--- src/adc_pkg.sv ---
// Constants, field layouts and types shared by the conversion control block.
package adc_pkg;
    localparam logic [7:0] OFS_STATUS_CONTROL = 8'h3c;
    localparam logic [7:0] OFS_RESULT = 8'h3e;
    localparam logic [7:0] OFS_CLOCK_SELECT = 8'h3f;
    localparam logic [7:0] OFS_IRQ_STATUS = 8'h40;
    localparam logic [7:0] OFS_IRQ_MASK = 8'h41;

    localparam int BIT_COMPLETE = 7;
    localparam int BIT_IRQ_EN = 6;
    localparam int BIT_CONT = 5;
    localparam int CH_MSB = 4;
    localparam int CH_LSB = 0;
    localparam int CLK_SEL_MSB = 7;
    localparam int CLK_SEL_LSB = 5;
    localparam int IRQ_BIT_DONE = 0;
    localparam int IRQ_BIT_OVERRUN = 1;

    localparam logic [4:0] CH_POWER_DOWN = 5'h1f;
    localparam logic [4:0] RST_CHANNEL = 5'h1f;
    localparam logic [2:0] RST_CLOCK_SELECT = 3'h0;
    localparam logic [1:0] RST_IRQ_MASK = 2'h0;
    localparam int NUM_CHANNELS = 4;

    localparam int MCLK_HZ = 20000000;
    localparam int CONV_CLOCKS = 16;
    localparam logic [3:0] LAST_TICK = 4'(CONV_CLOCKS - 1);
    localparam logic [3:0] SAR_FIRST_CNT = 4'h1;
    localparam logic [3:0] SAR_LAST_CNT = 4'h8;
    localparam logic [7:0] SAR_MSB_CODE = 8'h80;
    localparam logic [9:0] DIV_BASE = 10'h4;

    typedef enum logic [1:0] {
        ENG_IDLE = 2'b01,
        ENG_CONV = 2'b10
    } eng_state_e;
endpackage

--- src/conv_if.sv ---
// Link between the control logic, the converter clock divider and the SAR engine.
`timescale 1ns/1ps
`default_nettype none
interface conv_if;
    logic tick;
    logic start;
    logic abort;
    logic done;
    logic busy;
    logic [7:0] result;
    modport ctrl(input tick, done, busy, result, output start, abort);
    modport engine(input tick, start, abort, output done, busy, result);
    modport divider(output tick);
endinterface
`default_nettype wire

--- src/adc_conversion_control.sv ---
// Top of the converter control block: registers, sequencing, low-power handling, interrupts.
`timescale 1ns/1ps
`default_nettype none
module adc_conversion_control import adc_pkg::*; (
    input wire logic mclk,
    input wire logic arst_n,
    input wire logic [7:0] addr,
    input wire logic [7:0] wr_data,
    input wire logic wr_en,
    input wire logic rd_en,
    output logic [7:0] rd_data,
    input wire logic comp_in,
    input wire logic stop_mode,
    output logic [7:0] dac_code,
    output logic [3:0] chan_route,
    output logic power_down,
    output logic conv_wake,
    output logic irq
);
    typedef struct packed {
        logic comp_meta;
        logic comp_sync;
        logic complete;
        logic irq_en;
        logic cont;
        logic [4:0] chan;
        logic [2:0] clk_sel;
        logic pending;
        logic resume;
        logic stop_q;
        logic conv_req;
        logic unread;
        logic [1:0] irq_stat;
        logic [1:0] irq_mask;
        logic [7:0] rd_data;
        logic [3:0] route;
        logic pd;
        logic irq;
    } ctl_s;

    logic [1:0] rst_sync_ff;
    logic rst_n;
    ctl_s cur;
    ctl_s nxt;
    logic [3:0] route_nxt;
    logic wr_ctl;
    logic wr_clk;
    logic wr_mask;
    logic rd_res;
    logic rd_irq;
    logic abort;
    logic stop_enter;
    logic stop_leave;

    conv_if link();

    // Reset is released through two flip-flops so every flop leaves reset on one edge.
    always_ff @(posedge mclk or negedge arst_n) begin
        if (!arst_n) begin
            rst_sync_ff <= 2'b00;
        end else begin
            rst_sync_ff <= {rst_sync_ff[0], 1'b1};
        end
    end
    assign rst_n = rst_sync_ff[1];

    assign wr_ctl = wr_en && addr == OFS_STATUS_CONTROL;
    assign wr_clk = wr_en && addr == OFS_CLOCK_SELECT;
    assign wr_mask = wr_en && addr == OFS_IRQ_MASK;
    assign rd_res = rd_en && addr == OFS_RESULT;
    assign rd_irq = rd_en && addr == OFS_IRQ_STATUS;
    assign stop_enter = stop_mode && !cur.stop_q;
    assign stop_leave = !stop_mode && cur.stop_q;

    generate
        for (genvar i = 0; i < NUM_CHANNELS; i++) begin : g_route
            assign route_nxt[i] = (cur.chan == 5'(i));
        end
    endgenerate

    always_comb begin
        nxt = cur;
        abort = 1'b0;
        nxt.comp_meta = comp_in;
        nxt.comp_sync = cur.comp_meta;
        nxt.stop_q = stop_mode;
        nxt.route = route_nxt;
        nxt.pd = (cur.chan == CH_POWER_DOWN);

        // Clears come first so that a completion in the same cycle wins.
        if (rd_res) begin
            nxt.complete = 1'b0;
            nxt.conv_req = 1'b0;
            nxt.unread = 1'b0;
        end
        if (rd_irq) begin
            nxt.irq_stat = 2'h0;
        end

        if (wr_ctl) begin
            // The completion flag position of the written value is ignored.
            nxt.irq_en = wr_data[BIT_IRQ_EN];
            nxt.cont = wr_data[BIT_CONT];
            nxt.chan = wr_data[CH_MSB:CH_LSB];
            nxt.conv_req = 1'b0;
            if (wr_data[BIT_IRQ_EN]) begin
                nxt.complete = 1'b0;
            end
            // Any running conversion, or one starting in this cycle, is dropped; a fresh one is queued unless the power-down channel is written or stop mode is on.
            abort = 1'b1;
            nxt.pending = (wr_data[CH_MSB:CH_LSB] != CH_POWER_DOWN) && !stop_mode;
        end
        if (wr_clk) begin
            nxt.clk_sel = wr_data[CLK_SEL_MSB:CLK_SEL_LSB];
        end
        if (wr_mask) begin
            nxt.irq_mask = wr_data[1:0];
        end

        if (stop_enter) begin
            abort = 1'b1;
            nxt.resume = link.busy || cur.pending || cur.cont;
            nxt.pending = 1'b0;
        end
        if (stop_leave) begin
            nxt.pending = (cur.resume && !cur.pd) || nxt.pending;
            nxt.resume = 1'b0;
        end

        // The start is held until the engine takes it on a converter tick.
        if (cur.pending && link.tick && !link.busy && !abort && !wr_ctl) begin
            nxt.pending = 1'b0;
        end

        if (link.done) begin
            if (cur.irq_en) begin
                nxt.conv_req = 1'b1;
            end else begin
                nxt.complete = 1'b1;
            end
            nxt.irq_stat[IRQ_BIT_DONE] = 1'b1;
            if (cur.unread) begin
                nxt.irq_stat[IRQ_BIT_OVERRUN] = 1'b1;
            end
            nxt.unread = 1'b1;
            if (cur.cont && !cur.pd && !stop_mode) begin
                nxt.pending = 1'b1;
            end
        end

        nxt.rd_data = 8'h0;
        if (rd_en) begin
            unique case (addr)
                OFS_STATUS_CONTROL: begin
                    nxt.rd_data = {cur.complete && !cur.irq_en, cur.irq_en, cur.cont, cur.chan};
                end
                OFS_RESULT: begin
                    nxt.rd_data = link.result;
                end
                OFS_CLOCK_SELECT: begin
                    nxt.rd_data = {cur.clk_sel, 5'h0};
                end
                OFS_IRQ_STATUS: begin
                    nxt.rd_data = {6'h0, cur.irq_stat};
                end
                OFS_IRQ_MASK: begin
                    nxt.rd_data = {6'h0, cur.irq_mask};
                end
                default: begin
                    nxt.rd_data = 8'h0;
                end
            endcase
        end
        nxt.irq = |(nxt.irq_stat & nxt.irq_mask);
    end

    always_ff @(posedge mclk or negedge rst_n) begin
        if (!rst_n) begin
            cur <= '0;
            cur.chan <= RST_CHANNEL;
            cur.clk_sel <= RST_CLOCK_SELECT;
            cur.irq_mask <= RST_IRQ_MASK;
            cur.pd <= 1'b1;
        end else begin
            cur <= nxt;
        end
    end

    assign link.start = cur.pending;
    assign link.abort = abort;

    conv_clock_div u_div (
        .mclk(mclk),
        .rst_n(rst_n),
        .div_sel(cur.clk_sel),
        .run(!stop_mode && !cur.pd),
        .link(link)
    );

    sar_engine u_sar (
        .mclk(mclk),
        .rst_n(rst_n),
        .comp_hi(cur.comp_sync),
        .dac_code(dac_code),
        .link(link)
    );

    assign rd_data = cur.rd_data;
    assign chan_route = cur.route;
    assign power_down = cur.pd;
    // The request keeps running in wait mode and serves as the wake-up source.
    assign conv_wake = cur.conv_req;
    assign irq = cur.irq;
endmodule
`default_nettype wire

--- src/conv_clock_div.sv ---
// Divider that makes the converter clock as a one-cycle tick from the bus clock.
`timescale 1ns/1ps
`default_nettype none
module conv_clock_div import adc_pkg::*; (
    input wire logic mclk,
    input wire logic rst_n,
    input wire logic [2:0] div_sel,
    input wire logic run,
    conv_if.divider link
);
    typedef struct packed {
        logic [9:0] cnt;
        logic tick;
    } div_s;

    div_s cur;
    div_s nxt;
    logic [9:0] last;

    // The period is four bus clocks or more so the synchronised comparator settles.
    assign last = (DIV_BASE << div_sel) - 10'h1;

    always_comb begin
        nxt = cur;
        nxt.tick = 1'b0;
        if (!run) begin
            nxt.cnt = 10'h0;
        end else if (cur.cnt >= last) begin
            nxt.cnt = 10'h0;
            nxt.tick = 1'b1;
        end else begin
            nxt.cnt = cur.cnt + 10'h1;
        end
    end

    always_ff @(posedge mclk or negedge rst_n) begin
        if (!rst_n) begin
            cur <= '0;
        end else begin
            cur <= nxt;
        end
    end

    assign link.tick = cur.tick;
endmodule
`default_nettype wire

--- src/sar_engine.sv ---
// Successive approximation sequencer that runs one conversion per start.
`timescale 1ns/1ps
`default_nettype none
module sar_engine import adc_pkg::*; (
    input wire logic mclk,
    input wire logic rst_n,
    input wire logic comp_hi,
    output logic [7:0] dac_code,
    conv_if.engine link
);
    typedef struct packed {
        eng_state_e st;
        logic [3:0] cnt;
        logic [7:0] code;
        logic [7:0] result;
        logic done;
    } eng_s;

    eng_s cur;
    eng_s nxt;
    logic [4:0] ticks_seen;

    always_comb begin
        logic [2:0] idx;
        idx = 3'h0;
        nxt = cur;
        nxt.done = 1'b0;
        if (link.abort) begin
            nxt.st = ENG_IDLE;
            nxt.cnt = 4'h0;
            nxt.code = 8'h0;
        end else begin
            unique case (cur.st)
                ENG_IDLE: begin
                    if (link.start && link.tick) begin
                        nxt.st = ENG_CONV;
                        nxt.cnt = SAR_FIRST_CNT;
                        nxt.code = SAR_MSB_CODE;
                    end
                end
                ENG_CONV: begin
                    if (link.tick) begin
                        if (cur.cnt >= SAR_FIRST_CNT && cur.cnt <= SAR_LAST_CNT) begin
                            idx = 3'(SAR_LAST_CNT - cur.cnt);
                            nxt.code[idx] = comp_hi;
                            if (idx != 3'h0) begin
                                nxt.code[idx - 3'h1] = 1'b1;
                            end
                        end
                        if (cur.cnt == LAST_TICK) begin
                            nxt.st = ENG_IDLE;
                            nxt.cnt = 4'h0;
                            nxt.done = 1'b1;
                            nxt.result = cur.code;
                        end else begin
                            nxt.cnt = cur.cnt + 4'h1;
                        end
                    end
                end
                default: begin
                    nxt.st = ENG_IDLE;
                end
            endcase
        end
    end

    always_ff @(posedge mclk or negedge rst_n) begin
        if (!rst_n) begin
            cur <= '{st: ENG_IDLE, default: '0};
        end else begin
            cur <= nxt;
        end
    end

    assign link.done = cur.done;
    assign link.busy = (cur.st == ENG_CONV);
    assign link.result = cur.result;
    assign dac_code = cur.code;

    // Counts converter ticks since the start was taken, for the checks only.
    always_ff @(posedge mclk or negedge rst_n) begin
        if (!rst_n) begin
            ticks_seen <= 5'h0;
        end else if (link.abort) begin
            ticks_seen <= 5'h0;
        end else if (cur.st == ENG_IDLE && link.start && link.tick) begin
            ticks_seen <= 5'h1;
        end else if (cur.st == ENG_CONV && link.tick) begin
            ticks_seen <= ticks_seen + 5'h1;
        end
    end
endmodule
`default_nettype wire
--- config.mk ---
export PLATFORM = sky130hd
export DESIGN_NAME = adc_conversion_control
export DESIGN_NICKNAME = d
export VERILOG_FILES = /design/src/adc_pkg.sv /design/src/conv_if.sv /design/src/adc_conversion_control.sv /design/src/conv_clock_div.sv /design/src/sar_engine.sv
export SDC_FILE = /design/constraint.sdc
export NUM_CORES = 1
export LEC_CHECK = 0
export ABC_AREA = 0
export BUFFER_PORTS_ARGS = -buffer_cell sky130_fd_sc_hd__buf_2
export CORE_MARGIN = 8
export CORE_UTILIZATION = 57
export DETAILED_ROUTE_END_ITERATION = 10
export GPL_TIMING_DRIVEN = 0
export HOLD_SLACK_MARGIN = 0.08
export PLACE_DENSITY = 0.78
export SLEW_MARGIN = 25
export SYNTH_ARGS = -nofsm -noshare
export SYNTH_HDL_FRONTEND = slang
export SYNTH_HIERARCHICAL = 1
export SYNTH_SLANG_ARGS = --single-unit
--- constraint.sdc ---
create_clock -name mclk -period 3.1 [get_ports mclk]
set_clock_uncertainty 0.1 [all_clocks]
set_input_delay 0 -clock mclk [delete_from_list [all_inputs] [get_ports mclk]]
set_output_delay 0 -clock mclk [all_outputs]
set_load 0.02 [all_outputs]
==> flow_results.xml, run 1 <==
<?xml version="1.0" encoding="UTF-8"?>
<metrics>
  <group name="floorplan">
    <metric name="initial_core_util" unit="">0.583</metric>
    <metric name="core.rowCount" unit="">30</metric>
    <metric name="die_area" unit="sq um">9820</metric>
    <metric name="coreArea" unit="sq um">6760</metric>
    <metric name="io-pin-count" unit="">45</metric>
    <metric name="die_width" unit="um">99.1</metric>
    <metric name="floorplan.die.height" unit="um">99.1</metric>
  </group>
  <group name="yosys">
    <metric name="number_of_nets_produced_by_synthesis" unit="">399</metric>
    <metric name="ys.flop_type" unit="">sky130_fd_sc_hd__dfrtp_1</metric>
    <metric name="netlist_area" unit="sq um">3940</metric>
    <metric name="yosysTopAreaCell" unit="">sky130_fd_sc_hd__dfrtp_1</metric>
    <metric name="synth_sequential_area_ratio" unit="">0.460</metric>
    <metric name="synthMostInstantiatedCell" unit="">sky130_fd_sc_hd__dfrtp_1</metric>
    <metric name="post_synth_inst_count" unit="">362</metric>
    <metric name="ys_types" unit="">69</metric>
    <metric name="ys_top_cells_by_count" unit="">sky130_fd_sc_hd__dfrtp_1, sky130_fd_sc_hd__nor2_1, sky130_fd_sc_hd__buf_4</metric>
    <metric name="syn-mean-instance-area" unit="sq um">10.9</metric>
    <metric name="synth_warnings" unit="">6</metric>
    <metric name="async_reset_ff_frac" unit="">1.00</metric>
    <metric name="post_synth_edffs" unit="">0</metric>
    <metric name="ys_top_cells_by_area" unit="">sky130_fd_sc_hd__dfrtp_1, sky130_fd_sc_hd__buf_4, sky130_fd_sc_hd__ha_1</metric>
    <metric name="synth.ff_latch_count" unit="">72</metric>
    <metric name="synthDominantCellAreaShare" unit="">0.413</metric>
  </group>
  <group name="setup_path">
    <metric name="worst_path_most_repeated_cell" unit="">sky130_fd_sc_hd__dlygate4sd3_1</metric>
    <metric name="crit_family" unit="">buffers and inverters</metric>
    <metric name="crit_arrival" unit="ns">2.78</metric>
    <metric name="cp_num_buf_inv" unit="">4</metric>
    <metric name="timing.critical_path.slowest_stage_cell" unit="">sky130_fd_sc_hd__dlygate4sd3_1</metric>
    <metric name="crit_chain" unit="">dlygate4sd3_1, buf_2, nor3_2, dlygate4sd3_1, nand4_2, dlygate4sd3_1, mux2_4, a22o_1</metric>
    <metric name="end_kind" unit="">register</metric>
    <metric name="cp_max_fo" unit="">3</metric>
    <metric name="critPathMaxStageDelay" unit="ns">0.63</metric>
    <metric name="critical_path.startpoint_type" unit="">input pin</metric>
    <metric name="setup_slack_reg_to_reg" unit="ns">0.68</metric>
    <metric name="critical_path_required" unit="ns">3.24</metric>
    <metric name="criticalPathCategory" unit="">input pin to register</metric>
  </group>
  <group name="clocking">
    <metric name="cts.hold.buffers_added" unit="">24</metric>
    <metric name="ctsLongestPathBuffers" unit="">2</metric>
    <metric name="cts.root.buffer_cell" unit="">sky130_fd_sc_hd__clkbuf_8</metric>
    <metric name="post-cts-setup-buffer-count" unit="">0</metric>
    <metric name="postCtsResizedCells" unit="">0</metric>
    <metric name="clk-insertion-delay-late" unit="ns">0.35</metric>
    <metric name="htree_num_levels" unit="">3</metric>
    <metric name="cts_made_buffers" unit="">9</metric>
    <metric name="sink_count_of_the_clock_tree" unit="">72</metric>
    <metric name="tritoncts" unit="">yes</metric>
    <metric name="worst_setup_hold_path_clk_slew" unit="ns">0.08</metric>
  </group>
  <group name="run_status">
    <metric name="run_status" unit="">finished, final reports clean</metric>
  </group>
  <group name="layout">
    <metric name="layout-drive-gt1-share" unit="">0.304</metric>
    <metric name="count_of_inserted_antenna_diode_cells" unit="">0</metric>
    <metric name="finish.net_count" unit="">479</metric>
    <metric name="syn_to_final_growth" unit="%">19.8</metric>
  </group>
  <group name="place">
    <metric name="final_estimated_routing_congestion_in_global_placement" unit="">0.897</metric>
    <metric name="place_hpwl" unit="um">5910</metric>
    <metric name="port-buffer-count" unit="">44</metric>
  </group>
  <group name="timing">
    <metric name="min_period_over_period" unit="">0.850</metric>
    <metric name="report.final.slew_viol_count" unit="">0</metric>
    <metric name="worst_slew_pin_slew" unit="ns">0.593</metric>
    <metric name="fmax" unit="GHz">0.379</metric>
    <metric name="slew_headroom" unit="">0.605</metric>
    <metric name="post-route-min-period" unit="ns">2.64</metric>
    <metric name="rsz0062_at_grt" unit="">no</metric>
    <metric name="timing.setup.tns" unit="ns">0</metric>
    <metric name="final-hold-violation-count" unit="">0</metric>
    <metric name="finalSetupViolations" unit="">0</metric>
  </group>
  <group name="grt">
    <metric name="globalRoute.totalOverflow" unit="">0</metric>
    <metric name="grt_first_pass_wirelength" unit="um">14100</metric>
    <metric name="antenna_violations_before_repair" unit="">0</metric>
    <metric name="number_of_global_route_vias_before_repair" unit="">2939</metric>
    <metric name="track_usage" unit="">0.175</metric>
    <metric name="grt_start_max_net_pins" unit="">41</metric>
  </group>
  <group name="routing">
    <metric name="drt_drc_violations_left" unit="">0</metric>
    <metric name="detailedRoute.firstPassIterationCount" unit="">4</metric>
    <metric name="via_per_inst" unit="">5.58</metric>
    <metric name="drt-wirelength-per-cell" unit="um">15.8</metric>
    <metric name="first_iter_violations" unit="">167</metric>
    <metric name="via_count" unit="">2942</metric>
    <metric name="wirelength" unit="um">8310</metric>
    <metric name="ant_nets" unit="">0</metric>
  </group>
  <group name="run">
    <metric name="drv_cap" unit="">0</metric>
  </group>
  <group name="pwr">
    <metric name="peakVddDrop" unit="mV">0.230</metric>
    <metric name="leakagePower" unit="nW">2.33</metric>
    <metric name="post-layout-total-power" unit="mW">2.00</metric>
    <metric name="power_density" unit="nW/um^2">424</metric>
  </group>
  <group name="hold_path">
    <metric name="type_of_the_most_critical_hold_path" unit="">input pin to register</metric>
  </group>
</metrics>
layout by cell type, fill, tap and decap left out, types with 3 or more instances in the layout:
master and n:
sky130_fd_sc_hd__dfrtp_1 64, sky130_fd_sc_hd__buf_2 46, sky130_fd_sc_hd__nor2_1 36, sky130_fd_sc_hd__buf_4 31
sky130_fd_sc_hd__dlygate4sd3_1 24, sky130_fd_sc_hd__nand2_1 19, sky130_fd_sc_hd__inv_1 15, sky130_fd_sc_hd__nand3_1 15
sky130_fd_sc_hd__ha_1 15, sky130_fd_sc_hd__mux2_2 13, sky130_fd_sc_hd__a21oi_1 10, sky130_fd_sc_hd__clkbuf_8 9
sky130_fd_sc_hd__mux2i_1 8, sky130_fd_sc_hd__mux2_1 8, sky130_fd_sc_hd__nor3_1 7, sky130_fd_sc_hd__o21ai_0 7
sky130_fd_sc_hd__dfstp_2 7, sky130_fd_sc_hd__o21ai_1 7, sky130_fd_sc_hd__xnor2_1 6, sky130_fd_sc_hd__a22o_1 5
sky130_fd_sc_hd__a21o_1 5, sky130_fd_sc_hd__and3_1 5, sky130_fd_sc_hd__nor3b_1 4, sky130_fd_sc_hd__nand2b_1 4
sky130_fd_sc_hd__a32o_1 4, sky130_fd_sc_hd__a31oi_1 4, sky130_fd_sc_hd__or3_1 3, sky130_fd_sc_hd__o221ai_1 3
tightest hold or removal path: stages:
cell	delay, ns
sky130_fd_sc_hd__buf_2	0.11
sky130_fd_sc_hd__nor4b_4	0.14
sky130_fd_sc_hd__nand4b_1	0.12
sky130_fd_sc_hd__a21o_1	0.15
power breakdown:
| part | internal, mW | switching (mW) | total (mW) |
|---|---|---|---|
| Clock | 0.371 | 0.362 | 0.733 |
| Combinational | 0.120 | 0.151 | 0.271 |
| Sequential | 0.966 | 0.0308 | 0.997 |
| Total | 1.46 | 0.544 | 2.00 |
sequential cells by signal, indices dropped and copies added (netlist names):
| register | count |
|---|---|
| irq | 1 |
| link.start | 1 |
| u_sar/link.result | 8 |
| u_sar/cur | 6 |
| u_sar/link.done | 1 |
| u_div/cur | 10 |
| rst_sync_ff | 2 |
| chan_route | 4 |
| power_down | 1 |
| u_div/link.tick | 1 |
| cur | 20 |
| u_sar/dac_code | 8 |
| conv_wake | 1 |
| rd_data | 8 |
worst paths after layout:
kind / start / endpoint / cells after the start
setup / recovery: addr[1] / irq / 8
hold / removal: addr[6] / cur[16] / 4
setup reg to reg: u_sar/cur[17] / u_sar/dac_code[7] / 8
hold reg to reg: rst_sync_ff[1] / u_div/link.tick / 0
max in group asynchronous: rst_sync_ff[1] / cur[26] / 1
min in group asynchronous: rst_sync_ff[1] / u_div/link.tick / 0
routing by layer:
layer	vias up	share of wire	GRT usage
met5	-	0	0
met4	0	0.011	0.0524
met3	15	0.056	0.0440
met2	83	0.48	0.294
met1	1415	0.46	0.218
li1	1429	-	-
metrics by stage:
step,area [sq um],setup slack (ns),cells,hold WS (ns),utilization
floorplan,3940,0.859,362,-0.396,-
global placement,4260,0.140,486,-0.315,0.630
detailed placement,4280,0.688,487,-0.312,0.634
CTS,4720,0.510,527,0.0928,0.698
global route,4720,0.328,527,0.114,0.698
finish,4720,0.464,527,0.107,0.698
cell families after synthesis:
| group | share of synthesized area |
|---|---|
| AO/OA/AOI/OAI | 0.134 |
| XOR/XNOR | 0.0261 |
| adder cells (fa/ha/maj) | 0.0477 |
| buffers and inverters | 0.0817 |
| flip-flops | 0.460 |
| multiplexers | 0.0842 |
| other | 0.00191 |
| AND/OR/NAND/NOR | 0.165 |
area by class of cell:
| class | count | area [sq um] |
|---|---|---|
| fillers | 465 | 2040 |
| flip-flops and latches | 72 | 1810 |
| multi-input cells | 238 | 1800 |
| repair buffers | 69 | 480 |
| plain buffers | 36 | 262 |
| clock buffers | 9 | 124 |
| well taps | 80 | 100 |
| clock inverters | 7 | 72.6 |
| inverters | 16 | 60.1 |
Note: power is estimated with default switching activity, not from simulation.
==> run 2, diff against run 1 <==
- SYNTH_HIERARCHICAL: 1 -> unset
==> run 2 against run 1 <==
Effect of this change: register-to-register slack improved by 0.03 ns; die area fell by 4.5%; non-clock buffer count fell by 10; global-route usage rose by 0.53 points; flip-flop and latch count did not move; routed wire length fell by 1.1%; via count rose by 1.4%; final cell count fell by 1.3%; area after synthesis fell by 5.3%; critical path depth rose by 1; largest cell class unchanged.
==> flow_results.xml, run 2 <==
<?xml version="1.0" encoding="UTF-8"?>
<metrics>
  <group name="timing">
    <metric name="min_period_over_period" unit="">0.934</metric>
    <metric name="post_route_setup_slack" unit="ns">0.205</metric>
    <metric name="post-route-min-period" unit="ns">2.90</metric>
    <metric name="timing.setup.tns" unit="ns">0</metric>
    <metric name="rsz0062_at_grt" unit="">no</metric>
    <metric name="report.final.slew_viol_count" unit="">0</metric>
    <metric name="slew_headroom" unit="">0.458</metric>
    <metric name="finalSetupViolations" unit="">0</metric>
    <metric name="worst_slew_pin_slew" unit="ns">0.803</metric>
    <metric name="final-hold-violation-count" unit="">0</metric>
    <metric name="fmax" unit="GHz">0.345</metric>
  </group>
  <group name="floorplan">
    <metric name="coreArea" unit="sq um">6350</metric>
    <metric name="initial_core_util" unit="">0.587</metric>
    <metric name="io-pin-count" unit="">45</metric>
    <metric name="die_area" unit="sq um">9380</metric>
    <metric name="die_width" unit="um">96.9</metric>
    <metric name="floorplan.die.height" unit="um">96.9</metric>
    <metric name="core.rowCount" unit="">29</metric>
  </group>
  <group name="layout">
    <metric name="count_of_inserted_antenna_diode_cells" unit="">0</metric>
    <metric name="largest_register_ff_count" unit="">20</metric>
    <metric name="finish.net_count" unit="">475</metric>
    <metric name="layout-drive-gt1-share" unit="">0.275</metric>
    <metric name="largestRegisters" unit="">cur: 20 flops, u_div.cur: 10 flops</metric>
    <metric name="post_layout_nonfiller_instances" unit="">520</metric>
    <metric name="final_cell_mix" unit="">sky130_fd_sc_hd__dfrtp_1, sky130_fd_sc_hd__buf_2, sky130_fd_sc_hd__nor2_1</metric>
    <metric name="final_core_util" unit="">0.712</metric>
    <metric name="area_occupied_by_registers" unit="sq um">1810</metric>
    <metric name="multi_input_comb_area" unit="sq um">1670</metric>
    <metric name="fill_cells" unit="">439</metric>
    <metric name="layout_commonest_cell" unit="">sky130_fd_sc_hd__dfrtp_1</metric>
    <metric name="largest_register" unit="">cur</metric>
    <metric name="syn_to_final_growth" unit="%">21.2</metric>
  </group>
  <group name="setup_path">
    <metric name="cp_max_fo" unit="">10</metric>
    <metric name="worst_r2r_startpoint" unit="">cur[24]</metric>
    <metric name="critical_path.startpoint_type" unit="">input pin</metric>
    <metric name="setup_slack_reg_to_reg" unit="ns">0.71</metric>
    <metric name="crit_chain" unit="">dlygate4sd3_1, buf_2, clkbuf_1, inv_1, nor4_2, nand2_1, dlygate4sd3_1, o21ai_0, dlygate4sd3_1</metric>
    <metric name="rr_worst_depth" unit="">8</metric>
    <metric name="critical_path_required" unit="ns">3.28</metric>
    <metric name="cp_num_buf_inv" unit="">6</metric>
    <metric name="timing.critical_path.slowest_stage_cell" unit="">sky130_fd_sc_hd__dlygate4sd3_1</metric>
    <metric name="crit_family" unit="">buffers and inverters</metric>
    <metric name="criticalPathCategory" unit="">input pin to register</metric>
    <metric name="critical_path.reg2reg.endpoint" unit="">u_div.cur[8]</metric>
    <metric name="crit_arrival" unit="ns">3.08</metric>
    <metric name="critPathMaxStageDelay" unit="ns">0.58</metric>
    <metric name="worst_path_most_repeated_cell" unit="">sky130_fd_sc_hd__dlygate4sd3_1</metric>
    <metric name="end_kind" unit="">register</metric>
  </group>
  <group name="routing">
    <metric name="via_count" unit="">2982</metric>
    <metric name="wirelength" unit="um">8220</metric>
    <metric name="drt-wirelength-per-cell" unit="um">15.8</metric>
    <metric name="first_iter_violations" unit="">159</metric>
    <metric name="via_per_inst" unit="">5.73</metric>
    <metric name="detailedRoute.firstPassIterationCount" unit="">4</metric>
    <metric name="drt_drc_violations_left" unit="">0</metric>
    <metric name="ant_nets" unit="">0</metric>
  </group>
  <group name="pwr">
    <metric name="post-layout-total-power" unit="mW">1.95</metric>
    <metric name="power_density" unit="nW/um^2">431</metric>
    <metric name="peakVddDrop" unit="mV">0.280</metric>
    <metric name="leakagePower" unit="nW">2.22</metric>
  </group>
  <group name="yosys">
    <metric name="netlist_area" unit="sq um">3730</metric>
    <metric name="yosysTopAreaCell" unit="">sky130_fd_sc_hd__dfrtp_1</metric>
    <metric name="post_synth_edffs" unit="">0</metric>
    <metric name="ys_types" unit="">55</metric>
    <metric name="synth_warnings" unit="">0</metric>
    <metric name="synthMostInstantiatedCell" unit="">sky130_fd_sc_hd__dfrtp_1</metric>
    <metric name="post_synth_inst_count" unit="">359</metric>
    <metric name="ys.flop_type" unit="">sky130_fd_sc_hd__dfrtp_1</metric>
    <metric name="ys_top_cells_by_area" unit="">sky130_fd_sc_hd__dfrtp_1, sky130_fd_sc_hd__mux2_2, sky130_fd_sc_hd__ha_1</metric>
    <metric name="synth_sequential_area_ratio" unit="">0.486</metric>
    <metric name="ys_top_cells_by_count" unit="">sky130_fd_sc_hd__dfrtp_1, sky130_fd_sc_hd__nor2_1, sky130_fd_sc_hd__a21oi_1</metric>
    <metric name="async_reset_ff_frac" unit="">1.00</metric>
    <metric name="synthDominantCellAreaShare" unit="">0.436</metric>
    <metric name="syn-mean-instance-area" unit="sq um">10.4</metric>
    <metric name="synth.ff_latch_count" unit="">72</metric>
  </group>
  <group name="run_status">
    <metric name="run_status" unit="">finished, final reports clean</metric>
  </group>
  <group name="clocking">
    <metric name="cts.hold.buffers_added" unit="">22</metric>
    <metric name="postCtsResizedCells" unit="">0</metric>
    <metric name="worst_setup_hold_path_clk_slew" unit="ns">0.08</metric>
    <metric name="tritoncts" unit="">yes</metric>
    <metric name="cts_made_buffers" unit="">9</metric>
    <metric name="clk-insertion-delay-late" unit="ns">0.35</metric>
    <metric name="htree_num_levels" unit="">3</metric>
    <metric name="post-cts-setup-buffer-count" unit="">0</metric>
    <metric name="ctsLongestPathBuffers" unit="">2</metric>
    <metric name="cts.root.buffer_cell" unit="">sky130_fd_sc_hd__clkbuf_8</metric>
    <metric name="sink_count_of_the_clock_tree" unit="">72</metric>
  </group>
  <group name="grt">
    <metric name="antenna_violations_before_repair" unit="">0</metric>
    <metric name="grt_use_met1" unit="">0.217</metric>
    <metric name="grt_first_pass_wirelength" unit="um">14200</metric>
    <metric name="grt_most_used_layer" unit="">met2</metric>
    <metric name="met3_usage" unit="">0.0313</metric>
    <metric name="track_usage" unit="">0.181</metric>
    <metric name="grt_start_max_net_pins" unit="">58</metric>
    <metric name="use_met2" unit="">0.299</metric>
    <metric name="globalRoute.totalOverflow" unit="">0</metric>
    <metric name="number_of_global_route_vias_before_repair" unit="">3050</metric>
  </group>
  <group name="place">
    <metric name="dpl_worst_slack" unit="ns">0.807</metric>
    <metric name="post-place-cells" unit="">482</metric>
    <metric name="place_hpwl" unit="um">5670</metric>
    <metric name="port-buffer-count" unit="">44</metric>
    <metric name="final_estimated_routing_congestion_in_global_placement" unit="">0.886</metric>
  </group>
  <group name="hold_path">
    <metric name="type_of_the_most_critical_hold_path" unit="">register to asynchronous set/reset pin</metric>
  </group>
  <group name="run">
    <metric name="drv_cap" unit="">0</metric>
  </group>
</metrics>
==> run 2: cell types whose count changed in the layout (fill, tap and decap cells not counted), moves of 5 or more <==
cell and change:
sky130_fd_sc_hd__a21oi_1 +17, sky130_fd_sc_hd__buf_4 -11, sky130_fd_sc_hd__mux2_1 -8, sky130_fd_sc_hd__mux2_2 +8, sky130_fd_sc_hd__o21ai_1 -7, sky130_fd_sc_hd__a22oi_1 +6, sky130_fd_sc_hd__o21ai_0 +6, sky130_fd_sc_hd__clkbuf_1 +5
sky130_fd_sc_hd__xor2_1 +5
==> run 2: worst register-to-register path, stage by stage (launching register included) <==
cell and delay, ns:
sky130_fd_sc_hd__dfrtp_1 0.33, sky130_fd_sc_hd__clkbuf_1 0.27, sky130_fd_sc_hd__a21oi_1 0.13, sky130_fd_sc_hd__ha_1 0.30, sky130_fd_sc_hd__a211oi_1 0.23, sky130_fd_sc_hd__o21ai_0 0.13
sky130_fd_sc_hd__a41oi_1 0.36, sky130_fd_sc_hd__nand2_1 0.29, sky130_fd_sc_hd__nor2_1 0.17
==> run 2: per-stage QoR <==
stage,instance area [sq um],hold WS [ns]
2_1_floorplan,3730,-0.396
3_3_place_gp,4050,-0.314
3_5_place_dp,4080,-0.312
4_1_cts,4520,0.0918
5_1_grt,4520,0.106
6_report,4520,0.0846
==> run 2: how the worst max path moves through the flow <==
stage                    from           endpoint  slack [ns]  cells past startpoint
2_1_floorplan  rst_sync_ff[1]      chan_route[0]        0.86                      0
3_3_place_gp   rst_sync_ff[1]         rd_data[3]        0.16                      0
3_5_place_dp    u_sar.cur[17]  u_sar.dac_code[6]        0.81                      7
4_1_cts               addr[0]            cur[25]        0.32                      9
5_1_grt               addr[0]            cur[25]        0.09                      9
6_report              addr[0]            cur[25]        0.20                      9
==> run 2: layout make-up <==
type | instances | share of cell area
clock buffers | 9 | 0.0274
clock inverters | 7 | 0.0213
plain buffers | 28 | 0.0404
inverters | 18 | 0.0150
well taps | 77 | 0.0213
multi-input cells | 242 | 0.370
flip-flops and latches | 72 | 0.401
repair buffers | 67 | 0.104
==> run 2: report_power, final <==
part	internal (mW)	total, mW	leakage, nW	switching [mW]
registers	0.961	0.980	0.956	0.0192
logic	0.0652	0.140	1.15	0.0746
clock network	0.454	0.828	0.113	0.373
==> run 2: cell families (layout without fill, tap and decap cells) <==
kind of cell | Yosys count | count (layout) | synth area share
and+or+nand+nor | 110 | 110 | 0.149
AOI/OAI and AO/OA | 74 | 74 | 0.130
DFF | 72 | 72 | 0.486
buffers and inverters | 46 | 129 | 0.0671
muxes | 31 | 31 | 0.0930
adders and majority gates | 15 | 15 | 0.0504
xor gates and xnor gates | 10 | 10 | 0.0235
other | 1 | 2 | 0.00101
==> run 2: metal layers <==
metal	wire length [um]	vias to the layer above
met2	3960	98
met1	3650	1449
met3	347	25
met5	0	-
li1	-	1410
met4	267	0
